===== src/lsdc_pkg.sv =====
// Constants and types shared by the load switch driver control block.
// Assumes one 50 MHz clock domain and a host that writes control fields.
`default_nettype none

package lsdc_pkg;

    // High-side control write data field positions
    localparam int HS_ON_BIT      = 0;
    localparam int HS_PWM_SEL_BIT = 2;

    // Low-side control write data field positions
    localparam int LS1_ON_BIT      = 0;
    localparam int LS2_ON_BIT      = 1;
    localparam int LS1_PWM_SEL_BIT = 2;
    localparam int LS2_PWM_SEL_BIT = 3;

    // Control field width and value after reset
    localparam int         CTRL_W   = 4;
    localparam logic [3:0] CTRL_RST = 4'h0;

    // Interrupt source codes
    localparam logic [3:0] ISRC_NONE = 4'h0;
    localparam logic [3:0] ISRC_HS   = 4'h2;
    localparam logic [3:0] ISRC_LS   = 4'h3;

    // Synchroniser depth for pin inputs
    localparam int SYNC_STAGES = 2;

    // Analog sense inputs of the high-side switch
    typedef struct packed {
        logic overtemp;
        logic open_load;
        logic cur_limit;
    } lsdc_hs_sense_type;

    // Analog sense inputs of the two low-side switches
    typedef struct packed {
        logic overtemp;
        logic ls2_open_load;
        logic ls2_cur_limit;
        logic ls1_open_load;
        logic ls1_cur_limit;
    } lsdc_ls_sense_type;

    // High-side status field, bit 1 open load, bit 0 current limit
    typedef struct packed {
        logic hs_open_load_flag;
        logic hs_current_limit_flag;
    } lsdc_hs_status_type;

    // Low-side status field, bits 3..0
    typedef struct packed {
        logic ls2_open_load_flag;
        logic ls2_current_limit_flag;
        logic ls1_open_load_flag;
        logic ls1_current_limit_flag;
    } lsdc_ls_status_type;

    // Interrupt mask bits
    typedef struct packed {
        logic hs_irq_enable;
        logic ls_irq_enable;
    } lsdc_irq_mask_type;

    // Drive mode of one switch
    typedef enum logic [1:0] {
        DRV_OFF,
        DRV_ON,
        DRV_PWM,
        DRV_SHUT
    } lsdc_drv_type;

endpackage

`default_nettype wire


===== src/lsdc_sync.sv =====
// Bank of two-stage synchronisers for asynchronous pin inputs.
// Assumes each bit is an independent level; no bus coherency is given.
`timescale 1ns/1ns
`default_nettype none

module lsdc_sync #(
    parameter int WIDTH = 1
) (
    input  wire logic             i_mclk,
    input  wire logic             i_rstn,
    input  wire logic [WIDTH-1:0] i_async,
    output logic      [WIDTH-1:0] o_sync
);
    import lsdc_pkg::*;

    logic [WIDTH-1:0] meta_q;

    // First stage, read only by the second stage
    always_ff @(posedge i_mclk or negedge i_rstn) begin
        if (!i_rstn) begin
            meta_q <= '0;
        end else begin
            meta_q <= i_async;
        end
    end

    // Second stage feeds the block logic
    always_ff @(posedge i_mclk or negedge i_rstn) begin
        if (!i_rstn) begin
            o_sync <= '0;
        end else begin
            o_sync <= meta_q;
        end
    end

endmodule

`default_nettype wire


===== src/lsdc_switch_ctrl.sv =====
// Control and protection logic for one high-side and two low-side switches.
// Assumes control writes arrive as one-cycle strobes on i_mclk and that
// sense, supply and PWM pins are asynchronous levels from the analog side.
//
// Operation
// - High-side output follows its switch-on control bit.
// - With switch-on and PWM select set, high-side output follows the PWM pin.
// - High-side open-load flag set while load current is below threshold.
// - High-side current-limit flag set while output is current limited.
// - High-side overtemperature turns output off, latches, reports source.
// - High-side thermal shutdown shows both status flags set together.
// - High-side thermal latch raises interrupt only when its mask enables.
// - High-side thermal latch clears on control write once heat is gone.
// - Overvoltage with shutdown enabled turns high-side output off.
// - High-side overvoltage latch clears on control write once cleared.
// - High-side output may stay enabled in sleep and stop modes.
// - Each low-side output follows its own switch-on bit.
// - Low-side output with switch-on and PWM select set follows the PWM pin.
// - Low-side open-load flags set while current is below threshold.
// - Low-side current-limit flags set while output is current limited.
// - Low-side overtemperature turns both off, latches, reports source.
// - Low-side thermal latch raises interrupt only when its mask enables.
// - Low-side thermal latch clears on control write once heat is gone.
// - Overvoltage with shutdown enabled turns both low-side outputs off.
// - Low-side overvoltage latch clears on control write once cleared.
// - Low-side outputs held off in sleep or stop mode.
// - High-side thermal interrupt source code is 0010.
// - Low-side thermal interrupt source code is 0011.
// - High-side write data: PWM select bit 2, switch-on bit 0.
// - Low-side write data: PWM2 bit 3, PWM1 bit 2, LS2 1, LS1 0.
`timescale 1ns/1ns
`default_nettype none

module lsdc_switch_ctrl (
    input  wire logic                        i_mclk,
    input  wire logic                        i_rstn,
    input  wire logic                        i_hs_ctrl_wr,
    input  wire logic [3:0]                  i_hs_ctrl_data,
    input  wire logic                        i_ls_ctrl_wr,
    input  wire logic [3:0]                  i_ls_ctrl_data,
    input  wire logic                        i_overvoltage_shutdown_enable,
    input  wire lsdc_pkg::lsdc_irq_mask_type i_irq_mask,
    input  wire logic                        i_low_power_mode,
    input  wire logic                        i_pwm_direct_input,
    input  wire logic                        i_high_voltage,
    input  wire lsdc_pkg::lsdc_hs_sense_type i_hs_sense,
    input  wire lsdc_pkg::lsdc_ls_sense_type i_ls_sense,
    output logic                             o_hs_on,
    output logic                             o_ls1_on,
    output logic                             o_ls2_on,
    output lsdc_pkg::lsdc_hs_status_type     o_hs_status,
    output lsdc_pkg::lsdc_ls_status_type     o_ls_status,
    output logic [3:0]                       o_irq_source,
    output logic                             o_irq_n
);
    import lsdc_pkg::*;

    // Width of the synchronised pin bundle
    localparam int PIN_W = 10;

    // Synchronised pin levels
    logic [PIN_W-1:0]  pins_async;
    logic [PIN_W-1:0]  pins_sync;
    logic              pwm_s;
    logic              hv_s;
    lsdc_hs_sense_type hs_sense_s;
    lsdc_ls_sense_type ls_sense_s;

    // Stored control fields
    logic [CTRL_W-1:0] hs_ctrl_q;
    logic [CTRL_W-1:0] ls_ctrl_q;

    // Shutdown latches
    logic hs_ot_q;
    logic hs_hv_q;
    logic ls_ot_q;
    logic ls_hv_q;

    // Latch set and clear terms
    logic hs_ot_set;
    logic hs_ot_clr;
    logic hs_hv_set;
    logic hs_hv_clr;
    logic ls_ot_set;
    logic ls_ot_clr;
    logic ls_hv_set;
    logic ls_hv_clr;

    // Blocking terms and drive modes
    logic         hs_block;
    logic         ls_block;
    lsdc_drv_type hs_mode;
    lsdc_drv_type ls1_mode;
    lsdc_drv_type ls2_mode;
    logic         hs_on_d;
    logic         ls1_on_d;
    logic         ls2_on_d;

    // Interrupt pending terms
    logic hs_pend;
    logic ls_pend;

    // Mode of one switch from its control bits and shutdown state
    // Shutdown outranks every control setting, so a stray write can
    // never switch a blocked output back on.
    function automatic lsdc_drv_type drv_mode(input logic on,
                                              input logic pwm_sel,
                                              input logic blocked);
        lsdc_drv_type m;
        m = DRV_OFF;
        if (blocked) begin
            m = DRV_SHUT;
        end else if (on && pwm_sel) begin
            m = DRV_PWM;
        end else if (on) begin
            m = DRV_ON;
        end
        return m;
    endfunction

    // Output level for a drive mode and the current PWM level
    // Only the synchronised PWM level comes in here; the raw pin would
    // let a metastable level reach the output flop.
    function automatic logic drv_level(input lsdc_drv_type m,
                                       input logic pwm);
        logic lvl;
        lvl = 1'b0;
        case (m)
            DRV_ON:   lvl = 1'b1;
            DRV_PWM:  lvl = pwm;
            DRV_OFF:  lvl = 1'b0;
            DRV_SHUT: lvl = 1'b0;
            default:  lvl = 1'b0;
        endcase
        return lvl;
    endfunction

    // Every pin level is asynchronous to i_mclk
    // Limitation: a level shorter than one clock may be missed, and
    // each pin takes two edges before the logic sees it.
    assign pins_async = {i_pwm_direct_input, i_high_voltage,
                         i_hs_sense, i_ls_sense};

    lsdc_sync #(
        .WIDTH (PIN_W)
    ) u_pin_sync (
        .i_mclk  (i_mclk),
        .i_rstn  (i_rstn),
        .i_async (pins_async),
        .o_sync  (pins_sync)
    );

    // Unpack the synchronised bundle
    assign pwm_s      = pins_sync[9];
    assign hv_s       = pins_sync[8];
    assign hs_sense_s = pins_sync[7:5];
    assign ls_sense_s = pins_sync[4:0];

    // High-side control field, reserved bits 3 and 1 kept at zero
    always_ff @(posedge i_mclk or negedge i_rstn) begin
        if (!i_rstn) begin
            hs_ctrl_q <= CTRL_RST;
        end else if (i_hs_ctrl_wr) begin
            hs_ctrl_q                 <= CTRL_RST;
            hs_ctrl_q[HS_ON_BIT]      <= i_hs_ctrl_data[HS_ON_BIT];
            hs_ctrl_q[HS_PWM_SEL_BIT] <= i_hs_ctrl_data[HS_PWM_SEL_BIT];
        end
    end

    // Low-side control field, all four bits used
    always_ff @(posedge i_mclk or negedge i_rstn) begin
        if (!i_rstn) begin
            ls_ctrl_q <= CTRL_RST;
        end else if (i_ls_ctrl_wr) begin
            ls_ctrl_q <= i_ls_ctrl_data;
        end
    end

    // Latch set and clear terms; a clear needs the fault already gone
    // Set and clear read the same synchronised copy of the fault, so
    // they never disagree about its level.
    assign hs_ot_set = hs_sense_s.overtemp;
    assign hs_ot_clr = i_hs_ctrl_wr && !hs_sense_s.overtemp;
    assign hs_hv_set = hv_s && i_overvoltage_shutdown_enable;
    assign hs_hv_clr = i_hs_ctrl_wr && !hv_s;
    assign ls_ot_set = ls_sense_s.overtemp;
    assign ls_ot_clr = i_ls_ctrl_wr && !ls_sense_s.overtemp;
    assign ls_hv_set = hv_s && i_overvoltage_shutdown_enable;
    assign ls_hv_clr = i_ls_ctrl_wr && !hv_s;

    // High-side thermal latch, set wins over clear
    // A write that lands while still hot leaves the latch set; the
    // host must write again once the fault has gone.
    always_ff @(posedge i_mclk or negedge i_rstn) begin
        if (!i_rstn) begin
            hs_ot_q <= 1'b0;
        end else if (hs_ot_set) begin
            hs_ot_q <= 1'b1;
        end else if (hs_ot_clr) begin
            hs_ot_q <= 1'b0;
        end
    end

    // High-side overvoltage latch, set wins over clear
    // Both sides share the supply pin but keep their own latches, so
    // each side is re-armed only by its own control write.
    always_ff @(posedge i_mclk or negedge i_rstn) begin
        if (!i_rstn) begin
            hs_hv_q <= 1'b0;
        end else if (hs_hv_set) begin
            hs_hv_q <= 1'b1;
        end else if (hs_hv_clr) begin
            hs_hv_q <= 1'b0;
        end
    end

    // Low-side thermal latch, shared by both switches
    always_ff @(posedge i_mclk or negedge i_rstn) begin
        if (!i_rstn) begin
            ls_ot_q <= 1'b0;
        end else if (ls_ot_set) begin
            ls_ot_q <= 1'b1;
        end else if (ls_ot_clr) begin
            ls_ot_q <= 1'b0;
        end
    end

    // Low-side overvoltage latch, shared by both switches
    always_ff @(posedge i_mclk or negedge i_rstn) begin
        if (!i_rstn) begin
            ls_hv_q <= 1'b0;
        end else if (ls_hv_set) begin
            ls_hv_q <= 1'b1;
        end else if (ls_hv_clr) begin
            ls_hv_q <= 1'b0;
        end
    end

    // Blocking includes the set term, so the output drops in the same
    // edge the latch sets instead of one cycle later.
    // Low-power mode is left out of the high-side term on purpose:
    // the high side may keep powering periodic sensing.
    assign hs_block = hs_ot_q || hs_ot_set
                   || hs_hv_q || hs_hv_set;
    assign ls_block = ls_ot_q || ls_ot_set
                   || ls_hv_q || ls_hv_set
                   || i_low_power_mode;

    // Drive modes of the three switches
    assign hs_mode  = drv_mode(hs_ctrl_q[HS_ON_BIT],
                               hs_ctrl_q[HS_PWM_SEL_BIT],
                               hs_block);
    assign ls1_mode = drv_mode(ls_ctrl_q[LS1_ON_BIT],
                               ls_ctrl_q[LS1_PWM_SEL_BIT],
                               ls_block);
    assign ls2_mode = drv_mode(ls_ctrl_q[LS2_ON_BIT],
                               ls_ctrl_q[LS2_PWM_SEL_BIT],
                               ls_block);

    // Output levels, PWM taken only from the synchronised pin
    assign hs_on_d  = drv_level(hs_mode, pwm_s);
    assign ls1_on_d = drv_level(ls1_mode, pwm_s);
    assign ls2_on_d = drv_level(ls2_mode, pwm_s);

    // Registered switch outputs
    // One cycle of latency is traded for drive pins free of glitches
    // from the decode logic.
    always_ff @(posedge i_mclk or negedge i_rstn) begin
        if (!i_rstn) begin
            o_hs_on  <= 1'b0;
            o_ls1_on <= 1'b0;
            o_ls2_on <= 1'b0;
        end else begin
            o_hs_on  <= hs_on_d;
            o_ls1_on <= ls1_on_d;
            o_ls2_on <= ls2_on_d;
        end
    end

    // High-side status; a thermal shutdown forces both flags high
    // Flags are live, not sticky; only the thermal case is held, and
    // that by the shutdown latch rather than by the flags.
    always_ff @(posedge i_mclk or negedge i_rstn) begin
        if (!i_rstn) begin
            o_hs_status <= '0;
        end else begin
            o_hs_status.hs_open_load_flag <=
                hs_sense_s.open_load || hs_ot_q;
            o_hs_status.hs_current_limit_flag <=
                hs_sense_s.cur_limit || hs_ot_q;
        end
    end

    // Low-side status; a thermal shutdown sets all four flags
    always_ff @(posedge i_mclk or negedge i_rstn) begin
        if (!i_rstn) begin
            o_ls_status <= '0;
        end else begin
            o_ls_status.ls1_open_load_flag <=
                ls_sense_s.ls1_open_load || ls_ot_q;
            o_ls_status.ls2_open_load_flag <=
                ls_sense_s.ls2_open_load || ls_ot_q;
            o_ls_status.ls1_current_limit_flag <=
                ls_sense_s.ls1_cur_limit || ls_ot_q;
            o_ls_status.ls2_current_limit_flag <=
                ls_sense_s.ls2_cur_limit || ls_ot_q;
        end
    end

    // A masked event neither shows a source nor pulls the request
    // Trade-off: unmasking later reveals a latch that may be old, as
    // the latch itself keeps no record of when it was set.
    assign hs_pend = hs_ot_q && i_irq_mask.hs_irq_enable;
    assign ls_pend = ls_ot_q && i_irq_mask.ls_irq_enable;

    // Source code; high side reported first when both are pending
    always_ff @(posedge i_mclk or negedge i_rstn) begin
        if (!i_rstn) begin
            o_irq_source <= ISRC_NONE;
        end else if (hs_pend) begin
            o_irq_source <= ISRC_HS;
        end else if (ls_pend) begin
            o_irq_source <= ISRC_LS;
        end else begin
            o_irq_source <= ISRC_NONE;
        end
    end

    // Active-low request, held while any enabled thermal latch is set
    // Released when a control write clears the latch behind it or its mask bit drops.
    always_ff @(posedge i_mclk or negedge i_rstn) begin
        if (!i_rstn) begin
            o_irq_n <= 1'b1;
        end else begin
            o_irq_n <= !(hs_pend || ls_pend);
        end
    end

endmodule

`default_nettype wire


===== config.mk =====
export PLATFORM = sky130hd
export DESIGN_NAME = lsdc_switch_ctrl
export DESIGN_NICKNAME = d
export VERILOG_FILES = /design/src/lsdc_pkg.sv /design/src/lsdc_sync.sv /design/src/lsdc_switch_ctrl.sv
export SDC_FILE = /design/constraint.sdc
export NUM_CORES = 1
export LEC_CHECK = 0
export ABC_AREA = 1
export BUFFER_PORTS_ARGS = -buffer_cell sky130_fd_sc_hd__buf_2
export CORE_UTILIZATION = 25
export DETAILED_ROUTE_END_ITERATION = 12
export PLACE_DENSITY = 0.5
export SLEW_MARGIN = 20
export SYNTH_ARGS = -nofsm -noshare
export SYNTH_HDL_FRONTEND = slang
export SYNTH_SLANG_ARGS = --single-unit

===== constraint.sdc =====
create_clock -name i_mclk -period 2.9 [get_ports i_mclk]
set_clock_uncertainty 0.2 [all_clocks]
set_input_delay 0 -clock i_mclk [delete_from_list [all_inputs] [get_ports i_mclk]]
set_output_delay 0 -clock i_mclk [all_outputs]
set_load 0.1 [all_outputs]

==> reports/qor_table.md, run 1 <==
| Group | Result | Value |
| --- | --- | --- |
| placement | I/O Buffers | 35 |
| floorplanning | Die width | 77.30 µm |
| finish | Fraction of final layout cells with drive strength greater than 1 | 0.2656 |
| clocking | Buffer type at the clock tree root | sky130_fd_sc_hd__clkbuf_8 |
| clocking | Post-CTS Setup Repair Bufs | 0 |
| finish | Diodes inserted | 0 |
| floorplanning | Ports | 40 |
| sta | Worst-case headroom to the max-slew limit | 0.4036 |
| clocking | Clock latency at the later pin of the worst-skew pair | 290 ps |
| synth | Top FF cell, synth | sky130_fd_sc_hd__dfrtp_1 |
| setup path | Worst Path Class, Setup | in2reg |
| drt | DRC marker count from the first detailed-route iteration | 39 |
| drt | Number of design rule violations left after detail routing | 0 |
| pwr | Leakage power summed over all cells | 1.026 nW |
| global routing | All-Layer GR Usage | 0.09806 |
| synth | Cell type with the largest total area after synthesis | sky130_fd_sc_hd__dfrtp_1 |
| synth | Number of distinct library cell variants in the gate-level netlist after synthesis | 22 |
| worst hold path | HP Class | in2reg |
| global routing | Maximum number of pins on one net before global-route repair | 43 |
| floorplanning | Die Y-Extent | 77.30 µm |
| finish | Combined area of the multi-input logic cells | 309.0 µm² |
| setup path | Crit end category | register |
| floorplanning | Die area | 5975 µm² |
| global routing | First-pass GRT wire length | 4.353 mm |
| placement | Post-Place Cells | 220 |
| synth | Cell count after synthesis | 114 |
| setup path | Worst path required time | 2870 ps |
| sta | Setup TNS | 0 ps |
| setup path | Maximum fanout along the worst path | 7 |
| global routing | Vias in the first global route | 1047 |
| pwr | Largest vdd supply drop | 0.2172 mV |
| drt | Total wire length | 2.503 mm |
| setup path | Timing startpoint of the critical path | i_ls_ctrl_wr |
| clocking | CTS tree | built |
| synth | Synthesized area divided by synthesized cell count | 12.44 µm² |
| sta | Final critical-path required period | 1995 ps |
| clocking | H-tree depth | 2 |
| sta | Final worst path period share | 0.6880 |
| floorplanning | Initial Utilization | 0.2590 |
| pwr | Cell Pwr Density | 604.4 nW/µm² |
| placement | Setup slack after placement | 1351 ps |
| setup path | Launching element type of the critical path | primary input |
| global routing | Total gr overflow | 0 |
| placement | Post-DP HPWL | 1.546 mm |
| floorplanning | Total core area | 5473 µm² |
| sta | Worst Slack Setup Final | 904.8 ps |
| synth | Yosys Warn Count | 0 |
| setup path | Data arrival time of the critical path | 1960 ps |
| setup path | Worst r2r dst | o_ls2_on |
| finish | Layout Nets | 220 |
| setup path | Startpoint of the most critical register-to-register path | ls_ot_q |
| synth | Post-synth EDFFs | 0 |
| finish | FILL cells | 553 |
| setup path | Flop-to-flop setup slack | 1340 ps |
| placement | RD Place Congestion | 0.7204 |
| clocking | Post-CTS Hold Buffers | 36 |
| floorplanning | Placement Rows | 27 |
| synth | Cell types with the highest counts after synthesis | sky130_fd_sc_hd__dfrtp_1 (41), sky130_fd_sc_hd__nand2_1 (21), sky130_fd_sc_hd__inv_1 (11) |
| status | Run status | finished, final reports clean |
| synth | Post-synthesis cell area | 1418 µm² |
| clocking | CTS sink cnt | 42 |
| run | Max-cap violations | 0 |
| clocking | Clock-pin slew on the worst setup and hold paths | 70 ps |
| sta | Final Max Tran Viols | 0 |
| drt | Average wire length per cell after detail routing | 9.481 µm |
| pwr | Total Power Consumption | 1.294 mW |
| sta | Unrepaired setup endpoints after global routing | false |
| finish | Area taken by flip-flops and latches | 1052 µm² |
| drt | TritonRoute pass-1 iters | 4 |
| clocking | CTS buffer count | 5 |
| drt | Antenna violation net count after detailed routing | 0 |
| setup path | Crit path to | ls_ctrl_q[2] |
| sta | Final-report setup violation count | 0 |
| finish | Post-synthesis to final-layout area growth | 51.01% |
| synth | Post-synthesis register bit count | 42 |
| drt | Via count normalized by instance count | 3.773 |
| finish | Non-filler cells in the finished layout | 264 |
| synth | Post-synth top area share | 0.7237 |
| global routing | Initial antenna violation count | 0 |
| sta | Final hold vios | 0 |
| synth | Async set-or-reset flop fraction in the synthesized netlist | 1.000 |
| clocking | Number of gates given a new drive strength after cts | 0 |
| synth | Sequential cell area fraction in the yosys report | 0.7423 |
| synth | Cell with the most instances after synthesis | sky130_fd_sc_hd__dfrtp_1 |
| synth | Leading cell types by total area after synthesis | sky130_fd_sc_hd__dfrtp_1 (72%), sky130_fd_sc_hd__nand2_1 (5.6%), sky130_fd_sc_hd__inv_1 (2.9%) |
| sta | Measured slew at the worst slew-check pin | 894.5 ps |
| drt | Total via count after detailed routing | 996 |
| sta | Highest attainable clock frequency | 501.2 MHz |
| setup path | Depth of the most critical reg-to-reg path | 5 |
| clocking | Maximum clock insertion buffer count | 2 |
-- power by group --
group	internal, mW	switching [mW]	leakage [nW]
clock network	0.253	0.189	0.0579
logic	0.0698	0.142	0.482
registers	0.623	0.0165	0.486
-- cell usage in the layout (no fill, tap or decap), types with 2 or more instances in the layout --
cell	synthesis	layout
sky130_fd_sc_hd__ha_1	3	3
sky130_fd_sc_hd__clkinv_2	0	2
sky130_fd_sc_hd__nand4_1	3	3
sky130_fd_sc_hd__or2_1	4	4
sky130_fd_sc_hd__or2_2	2	2
sky130_fd_sc_hd__nor2_1	7	7
sky130_fd_sc_hd__inv_1	11	11
sky130_fd_sc_hd__dlygate4sd3_1	0	36
sky130_fd_sc_hd__o21ai_0	7	7
sky130_fd_sc_hd__conb_1	1	2
sky130_fd_sc_hd__nand2_1	21	21
sky130_fd_sc_hd__dfrtp_1	41	41
sky130_fd_sc_hd__nand3_1	2	2
sky130_fd_sc_hd__buf_2	0	35
sky130_fd_sc_hd__clkbuf_8	0	5
-- per-stage QoR --
step / hold slack [ps] / cell area, µm² / util
finish: 146.9 / 2141 / 0.3912
global route: 138.7 / 2141 / 0.3912
CTS: 130.3 / 2141 / 0.3912
detailed placement: -90.68 / 1672 / 0.3054
global placement: -91.29 / 1672 / 0.3054
floorplan: -495.6 / 1421 / -
-- kinds of logic after synthesis --
group,Yosys count,share of synthesized area
flops,42,0.7423
compound gates,12,0.04854
buf+inv,14,0.04236
other cells,1,0.002645
simple gates,42,0.1377
fa+ha+maj,3,0.02648
-- layout make-up --
cell class                 instances  area share
tap                               72     0.04208
timing repair buffer              71      0.2501
clock inverter                     3     0.01870
sequential                        42      0.4915
inverter                          12     0.02104
multi-input combinational         59      0.1444
clock buffer                       5     0.03214
-- critical path, cell delays in order --
cell and delay, ps:
sky130_fd_sc_hd__dlygate4sd3_1 550, sky130_fd_sc_hd__buf_2 160, sky130_fd_sc_hd__nand2_1 70, sky130_fd_sc_hd__dlygate4sd3_1 550
sky130_fd_sc_hd__nand2_1 60, sky130_fd_sc_hd__dlygate4sd3_1 570
-- worst min-delay path by stage --
stage | from | to | slack (ps) | cells after the start
after floorplan | i_rstn | hs_ctrl_q[0] | -500 | 0
after global placement | i_pwm_direct_input | u_pin_sync.meta_q[9] | -90 | 1
after detailed placement | i_ls_sense[3] | u_pin_sync.meta_q[3] | -90 | 1
after CTS | i_ls_sense[3] | u_pin_sync.meta_q[3] | 130 | 2
after global routing | i_hs_sense[1] | u_pin_sync.meta_q[6] | 140 | 2
final | i_ls_sense[2] | u_pin_sync.meta_q[2] | 150 | 2
-- state kept, by name, summed over array words and instances (netlist names), 2 cells and up --
register           count
hs_ctrl_q              2
ls_ctrl_q              4
o_hs_status            2
o_irq_source           2
o_ls_status            4
u_pin_sync.meta_q     10
u_pin_sync.o_sync     10
-- routing by layer --
layer  wire length [µm]  global-route usage  part of all wire
met5                  0                   0                 0
met4                 72             0.06226             0.029
met3                123             0.03214             0.049
met2               1273              0.1637              0.51
met1               1034              0.1064              0.41
(Power assumes the default switching activity.)
==> run 2, diff against run 1 <==
--- a/config.mk
+++ b/config.mk
@@ -9,7 +9,7 @@
 export BUFFER_PORTS_ARGS = -buffer_cell sky130_fd_sc_hd__buf_2
 export CORE_UTILIZATION = 25
 export DETAILED_ROUTE_END_ITERATION = 12
-export PLACE_DENSITY = 0.5
+export PLACE_DENSITY = 0.52
 export SLEW_MARGIN = 20
 export SYNTH_ARGS = -nofsm -noshare
 export SYNTH_HDL_FRONTEND = slang
==> constraint.sdc (replaced) <==
create_clock -name i_mclk -period 1.8 [get_ports i_mclk]
set_clock_uncertainty 0.2 [all_clocks]
set_input_delay 0 -clock i_mclk [delete_from_list [all_inputs] [get_ports i_mclk]]
set_output_delay 0 -clock i_mclk [all_outputs]
set_load 0.1 [all_outputs]
==> run 2 against run 1 <==
Effect of this change: non-clock buffer count fell by 4; via count fell by 2.4%; critical path depth fell by 1; flip-flop and latch count did not move; final area fell by 2.0%; clock power rose by 40%; critical path type is now reg2reg; largest cell class unchanged.
==> reports/qor_table.md, run 2 (synthesis gave the netlist of run 1 again) <==
| Group | Result | Value | vs previous |
| --- | --- | --- | --- |
| status | Run status | finished, final reports clean | unchanged |
| sta | Highest attainable clock frequency | 632.3 MHz |  |
| floorplanning | Die Y-Extent | 77.30 µm | unchanged |
| setup path | Worst r2r dst | ls_hv_q | was o_ls2_on |
| sta | Unrepaired setup endpoints after global routing | false | unchanged |
| setup path | Flop-to-flop setup slack | 220 ps | was 1340 ps |
| sta | Final Max Tran Viols | 0 | unchanged |
| sta | Worst-case hold slack | 16.41 ps | was 146.9 ps |
| finish | End-of-flow core utilization | 0.3832 | was 0.3912 |
| drt | TritonRoute pass-1 iters | 5 | was 4 |
| clocking | H-tree depth | 2 | unchanged |
| worst hold path | HP Class | in2async | was in2reg |
| finish | Layout Nets | 216 | was 220 |
| finish | Most common cell after layout, fill and taps aside | sky130_fd_sc_hd__dfrtp_1 | unchanged |
| drt | Number of design rule violations left after detail routing | 0 | unchanged |
| pwr | Cell Pwr Density | 943.5 nW/µm² | was 604.4 nW/µm² |
| drt | Antenna violation net count after detailed routing | 0 | unchanged |
| finish | Non-filler cells in the finished layout | 260 | was 264 |
| floorplanning | Placement Rows | 27 | unchanged |
| run | Max-cap violations | 0 | unchanged |
| drt | Via count normalized by instance count | 3.738 | was 3.773 |
| setup path | Startpoint of the most critical register-to-register path | u_pin_sync.o_sync[8] | was ls_ot_q |
| drt | Total wire length | 2.409 mm | was 2.503 mm |
| finish | FILL cells | 545 | was 553 |
| global routing | Initial antenna violation count | 0 | unchanged |
| setup path | Crit end category | register | unchanged |
| pwr | Leakage power summed over all cells | 1.000 nW | was 1.026 nW |
| clocking | Post-CTS Setup Repair Bufs | 0 | unchanged |
| pwr | Largest vdd supply drop | 0.4016 mV | was 0.2172 mV |
| sta | Final hold vios | 0 | unchanged |
| clocking | CTS buffer count | 5 | unchanged |
| floorplanning | Initial Utilization | 0.2590 | unchanged |
| clocking | Buffer type at the clock tree root | sky130_fd_sc_hd__clkbuf_8 | unchanged |
| finish | Commonest non-fill, non-tap cells in the layout | sky130_fd_sc_hd__dfrtp_1 (41), sky130_fd_sc_hd__buf_2 (35), sky130_fd_sc_hd__dlygate4sd3_1 (31) | was sky130_fd_sc_hd__dfrtp_1 (41), sky130_fd_sc_hd__dlygate4sd3_1 (36), sky130_fd_sc_hd__buf_2 (35) |
| global routing | Total gr overflow | 0 | unchanged |
| setup path | CP max stage delay | 560 ps | was 570 ps |
| setup path | Launching element type of the critical path | register | was primary input |
| clocking | CTS sink cnt | 42 | unchanged |
| global routing | Maximum number of pins on one net before global-route repair | 43 | unchanged |
| finish | Fraction of final layout cells with drive strength greater than 1 | 0.2766 | was 0.2656 |
| setup path | Depth of the most critical reg-to-reg path | 5 | unchanged |
| setup path | Worst path required time | 1790 ps | was 2870 ps |
| finish | Diodes inserted | 0 | unchanged |
| drt | Total via count after detailed routing | 972 | was 996 |
| setup path | CP bufs+invs | 2 | was 4 |
| sta | Final worst path period share | 0.8786 |  |
| global routing | First-pass GRT wire length | 4.140 mm | was 4.353 mm |
| floorplanning | Die width | 77.30 µm | unchanged |
| finish | Largest registers in the final layout | u_pin_sync.meta_q (10), u_pin_sync.o_sync (10) | unchanged |
| setup path | Ordered list of cells on the worst path | nand2_2 -> nand2_1 -> o21ai_1 -> dlygate4sd3_1 -> inv_1 | was dlygate4sd3_1 -> buf_2 -> nand2_1 -> dlygate4sd3_1 -> nand2_1 -> dlygate4sd3_1 |
| setup path | Maximum fanout along the worst path | 7 | unchanged |
| placement | Post-Place Cells | 221 | was 220 |
| drt | Average wire length per cell after detail routing | 9.265 µm | was 9.481 µm |
| clocking | CTS tree | built | unchanged |
| global routing | All-Layer GR Usage | 0.09280 | was 0.09806 |
| setup path | Data arrival time of the critical path | 1570 ps | was 1960 ps |
| sta | Final critical-path required period | 1582 ps |  |
| floorplanning | Ports | 40 | unchanged |
| setup path | Crit path max-delay cell type | sky130_fd_sc_hd__dlygate4sd3_1 | unchanged |
| setup path | CP Depth | 5 | was 6 |
| setup path | Worst Path Class, Setup | reg2reg | was in2reg |
| clocking | Clock-pin slew on the worst setup and hold paths | 70 ps | about the same |
| setup path | Cell family contributing the most delay on the critical path | buffers and inverters | unchanged |
| floorplanning | Total core area | 5473 µm² | unchanged |
| finish | Post-synthesis to final-layout area growth | 47.93% | was 51.01% |
| floorplanning | Die area | 5975 µm² | unchanged |
| sta | Setup TNS | 0 ps | unchanged |
| clocking | Maximum clock insertion buffer count | 2 | unchanged |
| placement | RD Place Congestion | 0.6511 | was 0.7204 |
| sta | Final-report setup violation count | 0 | unchanged |
| clocking | Clock latency at the later pin of the worst-skew pair | 290 ps | about the same |
| placement | Post-DP HPWL | 1.523 mm | was 1.546 mm |
| placement | I/O Buffers | 35 | unchanged |
| drt | DRC marker count from the first detailed-route iteration | 28 | was 39 |
| global routing | Vias in the first global route | 968 | was 1047 |
## run 2: metrics by stage
step | total power, mW | worst slack (ps) | area (µm²)
global route | 2.073 | 89.22 | 2097
floorplan | 1.246 | 427.9 | 1421
detailed placement | 1.329 | 275.7 | 1692
CTS | 2.004 | 219.8 | 2097
global placement | 1.326 | 325.2 | 1692
finish | 1.979 | 218.5 | 2097
## run 2: area by class of cell
type | instances | area [µm²] | area share
Multi-Input combinational cell | 59 | 309.0 | 0.1474
Sequential cell | 42 | 1052 | 0.5018
Clock buffer | 6 | 82.58 | 0.03938
Inverter | 12 | 45.04 | 0.02148
Tap cell | 72 | 90.09 | 0.04296
Clock inverter | 2 | 12.51 | 0.005967
Timing Repair Buffer | 67 | 505.5 | 0.2411
## run 2: layer usage
layer	vias up	GRT usage	routed length, µm
met5	-	0	0
met4	0	0.06792	79
met3	7	0.03214	104
met2	28	0.1478	1155
met1	442	0.1020	1070
li1	495	-	-
## run 2: repair_timing
item | 4_1_cts | 5_1_grt
resized for setup | 0 | 0
hold buffers | 31 | 0
hold endpoints to repair | 67 | 0
## run 2: worst max path at each step
stage	slack [ps]	end	startpoint
after global routing	90	o_ls2_on	ls_ot_q
after global placement	330	o_ls1_on	ls_ot_q
final	220	ls_hv_q	u_pin_sync.o_sync[8]
after CTS	220	ls_hv_q	u_pin_sync.o_sync[8]
after floorplan	430	o_ls1_on	ls_ot_q
after detailed placement	280	o_ls2_on	ls_ot_q
## run 2: worst reg2reg max path, stage by stage, from the launching register on
cell,delay (ps)
sky130_fd_sc_hd__dfrtp_1,410
sky130_fd_sc_hd__nand2_2,140
sky130_fd_sc_hd__nand2_1,70
sky130_fd_sc_hd__o21ai_1,70
sky130_fd_sc_hd__dlygate4sd3_1,560
sky130_fd_sc_hd__inv_1,40
## run 2: where the power goes
part,switching [mW],leakage (nW),internal (mW)
Clock,0.311,0.0472,0.308
Sequential,0.0264,0.486,1.00
Combinational,0.225,0.467,0.105
==> run 3, diff against run 2 <==
--- a/config.mk
+++ b/config.mk
@@ -9,8 +9,10 @@
 export BUFFER_PORTS_ARGS = -buffer_cell sky130_fd_sc_hd__buf_2
 export CORE_UTILIZATION = 25
 export DETAILED_ROUTE_END_ITERATION = 12
+export MAX_ROUTING_LAYER = met4
 export PLACE_DENSITY = 0.52
 export SLEW_MARGIN = 20
 export SYNTH_ARGS = -nofsm -noshare
 export SYNTH_HDL_FRONTEND = slang
+export SYNTH_HIERARCHICAL = 1
 export SYNTH_SLANG_ARGS = --single-unit
==> run 3 against run 2 <==
Effect of this change: sequential share of layout area grew 0.15 points; synthesized area stayed put; non-clock buffer count up 1; synthesized cell count stayed put; sequential power about the same; utilization shrank 0.11 points; hold slack improved by 47 ps; register-to-register slack hardly changed; critical path type is now in2async; largest power group unchanged.
==> reports/qor_table.md, run 3 <==
| Group | Result | Value | vs previous |
| --- | --- | --- | --- |
| status | Run status | finished, final reports clean | unchanged |
| drt | Number of design rule violations left after detail routing | 0 | unchanged |
| sta | Worst-case headroom to the max-slew limit | 0.5089 |  |
| drt | Average wire length per cell after detail routing | 9.931 µm | was 9.265 µm |
| setup path | Crit end category | async pin | was register |
| pwr | Net switching share of the total power | 0.2797 | was 0.2838 |
| clocking | CTS tree | built | unchanged |
| setup path | Worst Path Class, Setup | in2async | was reg2reg |
| clocking | Buffer type at the clock tree root | sky130_fd_sc_hd__clkbuf_8 | unchanged |
| sta | Measured slew at the worst slew-check pin | 734.3 ps |  |
| clocking | Post-CTS Hold Buffers | 32 | was 31 |
| synth | Post-synth EDFFs | 0 | unchanged |
| placement | I/O Buffers | 35 | unchanged |
| floorplanning | Die area | 5975 µm² | unchanged |
| drt | Total via count after detailed routing | 984 | was 972 |
| pwr | Fraction of power consumed by sequential logic | 0.525 | was 0.521 |
| floorplanning | Die width | 77.30 µm | unchanged |
| synth | Cell with the most instances after synthesis | sky130_fd_sc_hd__dfrtp_1 | unchanged |
| global routing | Vias in the first global route | 990 | was 968 |
| finish | Fraction of final layout cells with drive strength greater than 1 | 0.2698 | was 0.2766 |
| global routing | Total gr overflow | 0 | unchanged |
| setup path | Depth of the most critical reg-to-reg path | 5 | unchanged |
| finish | Area taken by flip-flops and latches | 1052 µm² | unchanged |
| floorplanning | Placement Rows | 27 | unchanged |
| sta | Highest attainable clock frequency | 619.3 MHz | was 632.3 MHz |
| pwr | Cell Pwr Density | 941.0 nW/µm² | was 943.5 nW/µm² |
| synth | Post-synth top area share | 0.7237 | unchanged |
| finish | Most common cell after layout, fill and taps aside | sky130_fd_sc_hd__dfrtp_1 | unchanged |
| worst hold path | HP Class | in2async | unchanged |
| finish | Post-synthesis to final-layout area growth | 47.48% | was 47.93% |
| setup path | Startpoint of the most critical register-to-register path | u_pin_sync/o_sync[8] | was u_pin_sync.o_sync[8] |
| synth | Async set-or-reset flop fraction in the synthesized netlist | 1.000 | unchanged |
| finish | Combined area of the multi-input logic cells | 309.0 µm² | unchanged |
| setup path | Maximum fanout along the worst path | 16 | was 7 |
| sta | Final hold vios | 0 | unchanged |
| finish | End-of-flow core utilization | 0.3820 | was 0.3832 |
| finish | FILL cells | 563 | was 545 |
| finish | Commonest non-fill, non-tap cells in the layout | sky130_fd_sc_hd__dfrtp_1 (41), sky130_fd_sc_hd__buf_2 (35), sky130_fd_sc_hd__dlygate4sd3_1 (32) | was sky130_fd_sc_hd__dfrtp_1 (41), sky130_fd_sc_hd__buf_2 (35), sky130_fd_sc_hd__dlygate4sd3_1 (31) |
| global routing | Maximum number of pins on one net before global-route repair | 26 | was 43 |
| clocking | Post-CTS Setup Repair Bufs | 0 | unchanged |
| sta | Worst Slack Setup Final | 185.3 ps | was 218.5 ps |
| synth | Number of distinct library cell variants in the gate-level netlist after synthesis | 22 | unchanged |
| pwr | Power share of the combinational group | 0.168 | was 0.167 |
| sta | Final critical-path required period | 1615 ps | was 1582 ps |
| placement | Setup slack after placement | 289.1 ps | was 275.7 ps |
| synth | Top FF cell, synth | sky130_fd_sc_hd__dfrtp_1 | unchanged |
| synth | Post-synthesis cell area | 1418 µm² | unchanged |
| sta | Final worst path period share | 0.8970 | was 0.8786 |
| setup path | Launching element type of the critical path | primary input | was register |
| placement | RD Place Congestion | 0.6808 | was 0.6511 |
| pwr | Total Power Consumption | 1.967 mW | was 1.979 mW |
| setup path | Worst path required time | 1940 ps | was 1790 ps |
| finish | Layout Nets | 217 | was 216 |
| drt | Via count normalized by instance count | 3.770 | was 3.738 |
| drt | Antenna violation net count after detailed routing | 0 | unchanged |
| placement | Post-DP HPWL | 1.599 mm | was 1.523 mm |
| synth | Yosys Warn Count | 6 | was 0 |
| sta | Unrepaired setup endpoints after global routing | false | unchanged |
| pwr | Clock share of power | 0.307 | was 0.313 |
| synth | Leading cell types by total area after synthesis | sky130_fd_sc_hd__dfrtp_1 (72%), sky130_fd_sc_hd__nand2_1 (5.6%), sky130_fd_sc_hd__inv_1 (2.9%) | unchanged |
| floorplanning | Die Y-Extent | 77.30 µm | unchanged |
| synth | Post-synthesis register bit count | 42 | unchanged |
| clocking | H-tree depth | 2 | unchanged |
| synth | Sequential cell area fraction in the yosys report | 0.7423 | unchanged |
| sta | Final-report setup violation count | 0 | unchanged |
| pwr | Largest vdd supply drop | 0.3845 mV | was 0.4016 mV |
| global routing | Initial antenna violation count | 0 | unchanged |
| sta | Final Max Tran Viols | 0 | unchanged |
| clocking | Clock-pin slew on the worst setup and hold paths | 70 ps | about the same |
| floorplanning | Ports | 40 | unchanged |
| synth | Cell types with the highest counts after synthesis | sky130_fd_sc_hd__dfrtp_1 (41), sky130_fd_sc_hd__nand2_1 (21), sky130_fd_sc_hd__inv_1 (11) | unchanged |
| drt | DRC marker count from the first detailed-route iteration | 32 | was 28 |
| pwr | Sw power | 550.3 µW | was 561.6 µW |
| sta | Setup TNS | 0 ps | unchanged |
| drt | TritonRoute pass-1 iters | 4 | was 5 |
| pwr | Leakage power summed over all cells | 1.001 nW | was 1.000 nW |
| global routing | First-pass GRT wire length | 4.353 mm | was 4.140 mm |
| drt | Total wire length | 2.592 mm | was 2.409 mm |
| global routing | All-Layer GR Usage | 0.09984 | was 0.09280 |
| setup path | Flop-to-flop setup slack | 220 ps | about the same |
| clocking | Number of gates given a new drive strength after cts | 0 | unchanged |
| clocking | CTS sink cnt | 42 | unchanged |
| synth | Cell type with the largest total area after synthesis | sky130_fd_sc_hd__dfrtp_1 | unchanged |
| pwr | Pint | 1.417 mW | about the same |
| finish | Largest registers in the final layout | u_pin_sync/meta_q (10), u_pin_sync/o_sync (10) | was u_pin_sync.meta_q (10), u_pin_sync.o_sync (10) |
| floorplanning | Total core area | 5473 µm² | unchanged |
| clocking | Maximum clock insertion buffer count | 2 | unchanged |
| run | Max-cap violations | 0 | unchanged |
| synth | Cell count after synthesis | 114 | unchanged |
| clocking | Clock latency at the later pin of the worst-skew pair | 290 ps | about the same |
| setup path | Worst r2r dst | ls_hv_q | unchanged |
| floorplanning | Initial Utilization | 0.2590 | unchanged |
| clocking | CTS buffer count | 5 | unchanged |
| finish | Diodes inserted | 0 | unchanged |
| synth | Synthesized area divided by synthesized cell count | 12.44 µm² | unchanged |
| setup path | Data arrival time of the critical path | 1750 ps | was 1570 ps |
run 3: cell counts after synthesis:
Identical to the previous run, type by type.
run 3: cell families after synthesis:
| kind of cell | after synthesis | share of synthesized area |
|---|---|---|
| and+or+nand+nor | 42 | 0.1377 |
| buffers and inverters | 14 | 0.04236 |
| other | 1 | 0.002645 |
| adders and majority gates | 3 | 0.02648 |
| DFF | 42 | 0.7423 |
| AOI/OAI and AO/OA | 12 | 0.04854 |
run 3: cell type report:
type	instances	area share
flip-flops and latches	42	0.5033
repair buffers	68	0.2406
multi-input cells	59	0.1478
well taps	72	0.04309
clock buffers	7	0.04129
inverters	12	0.02154
clock inverters	1	0.002394
run 3: metrics by stage:
step,hold WS [ps],cells,area (µm²)
3_5_place_dp,-237.6,221,1679
6_report,63.04,261,2091
3_3_place_gp,-240.4,221,1679
2_1_floorplan,-495.6,115,1421
4_1_cts,26.32,261,2091
5_1_grt,36.91,261,2091
run 3: critical path: stages:
cell and delay, ps:
sky130_fd_sc_hd__dlygate4sd3_1 530, sky130_fd_sc_hd__buf_2 170, sky130_fd_sc_hd__dlygate4sd3_1 1050
run 3: power groups by stage:
| stage | combinational, mW | clock [mW] | sequential [mW] |
|---|---|---|---|
| finish | 0.331 | 0.605 | 1.03 |
| global route | 0.356 | 0.676 | 1.04 |
| CTS | 0.332 | 0.632 | 1.03 |
| detailed placement | 0.275 | 0 | 1.05 |
| global placement | 0.274 | 0 | 1.05 |
| floorplan | 0.0737 | 0 | 1.17 |
run 3: worst max-delay path by stage:
stage / start / end / slack, ps / depth (start not counted)
4_1_cts: i_rstn / o_hs_status[0] / 150 / 3
2_1_floorplan: ls_ot_q / o_ls2_on / 430 / 5
3_5_place_dp: ls_ot_q / o_ls1_on / 290 / 5
6_report: i_rstn / o_hs_status[1] / 190 / 3
3_3_place_gp: ls_ot_q / o_ls2_on / 320 / 5
5_1_grt: i_rstn / o_hs_status[1] / 60 / 3
run 3: metal layers:
layer  share of wire  global-route usage  wire length (µm)
met3           0.044             0.04286               113
met1            0.45              0.1094              1173
met2            0.49              0.1619              1272
met4           0.012             0.03396                32
met5               0                   -                 0
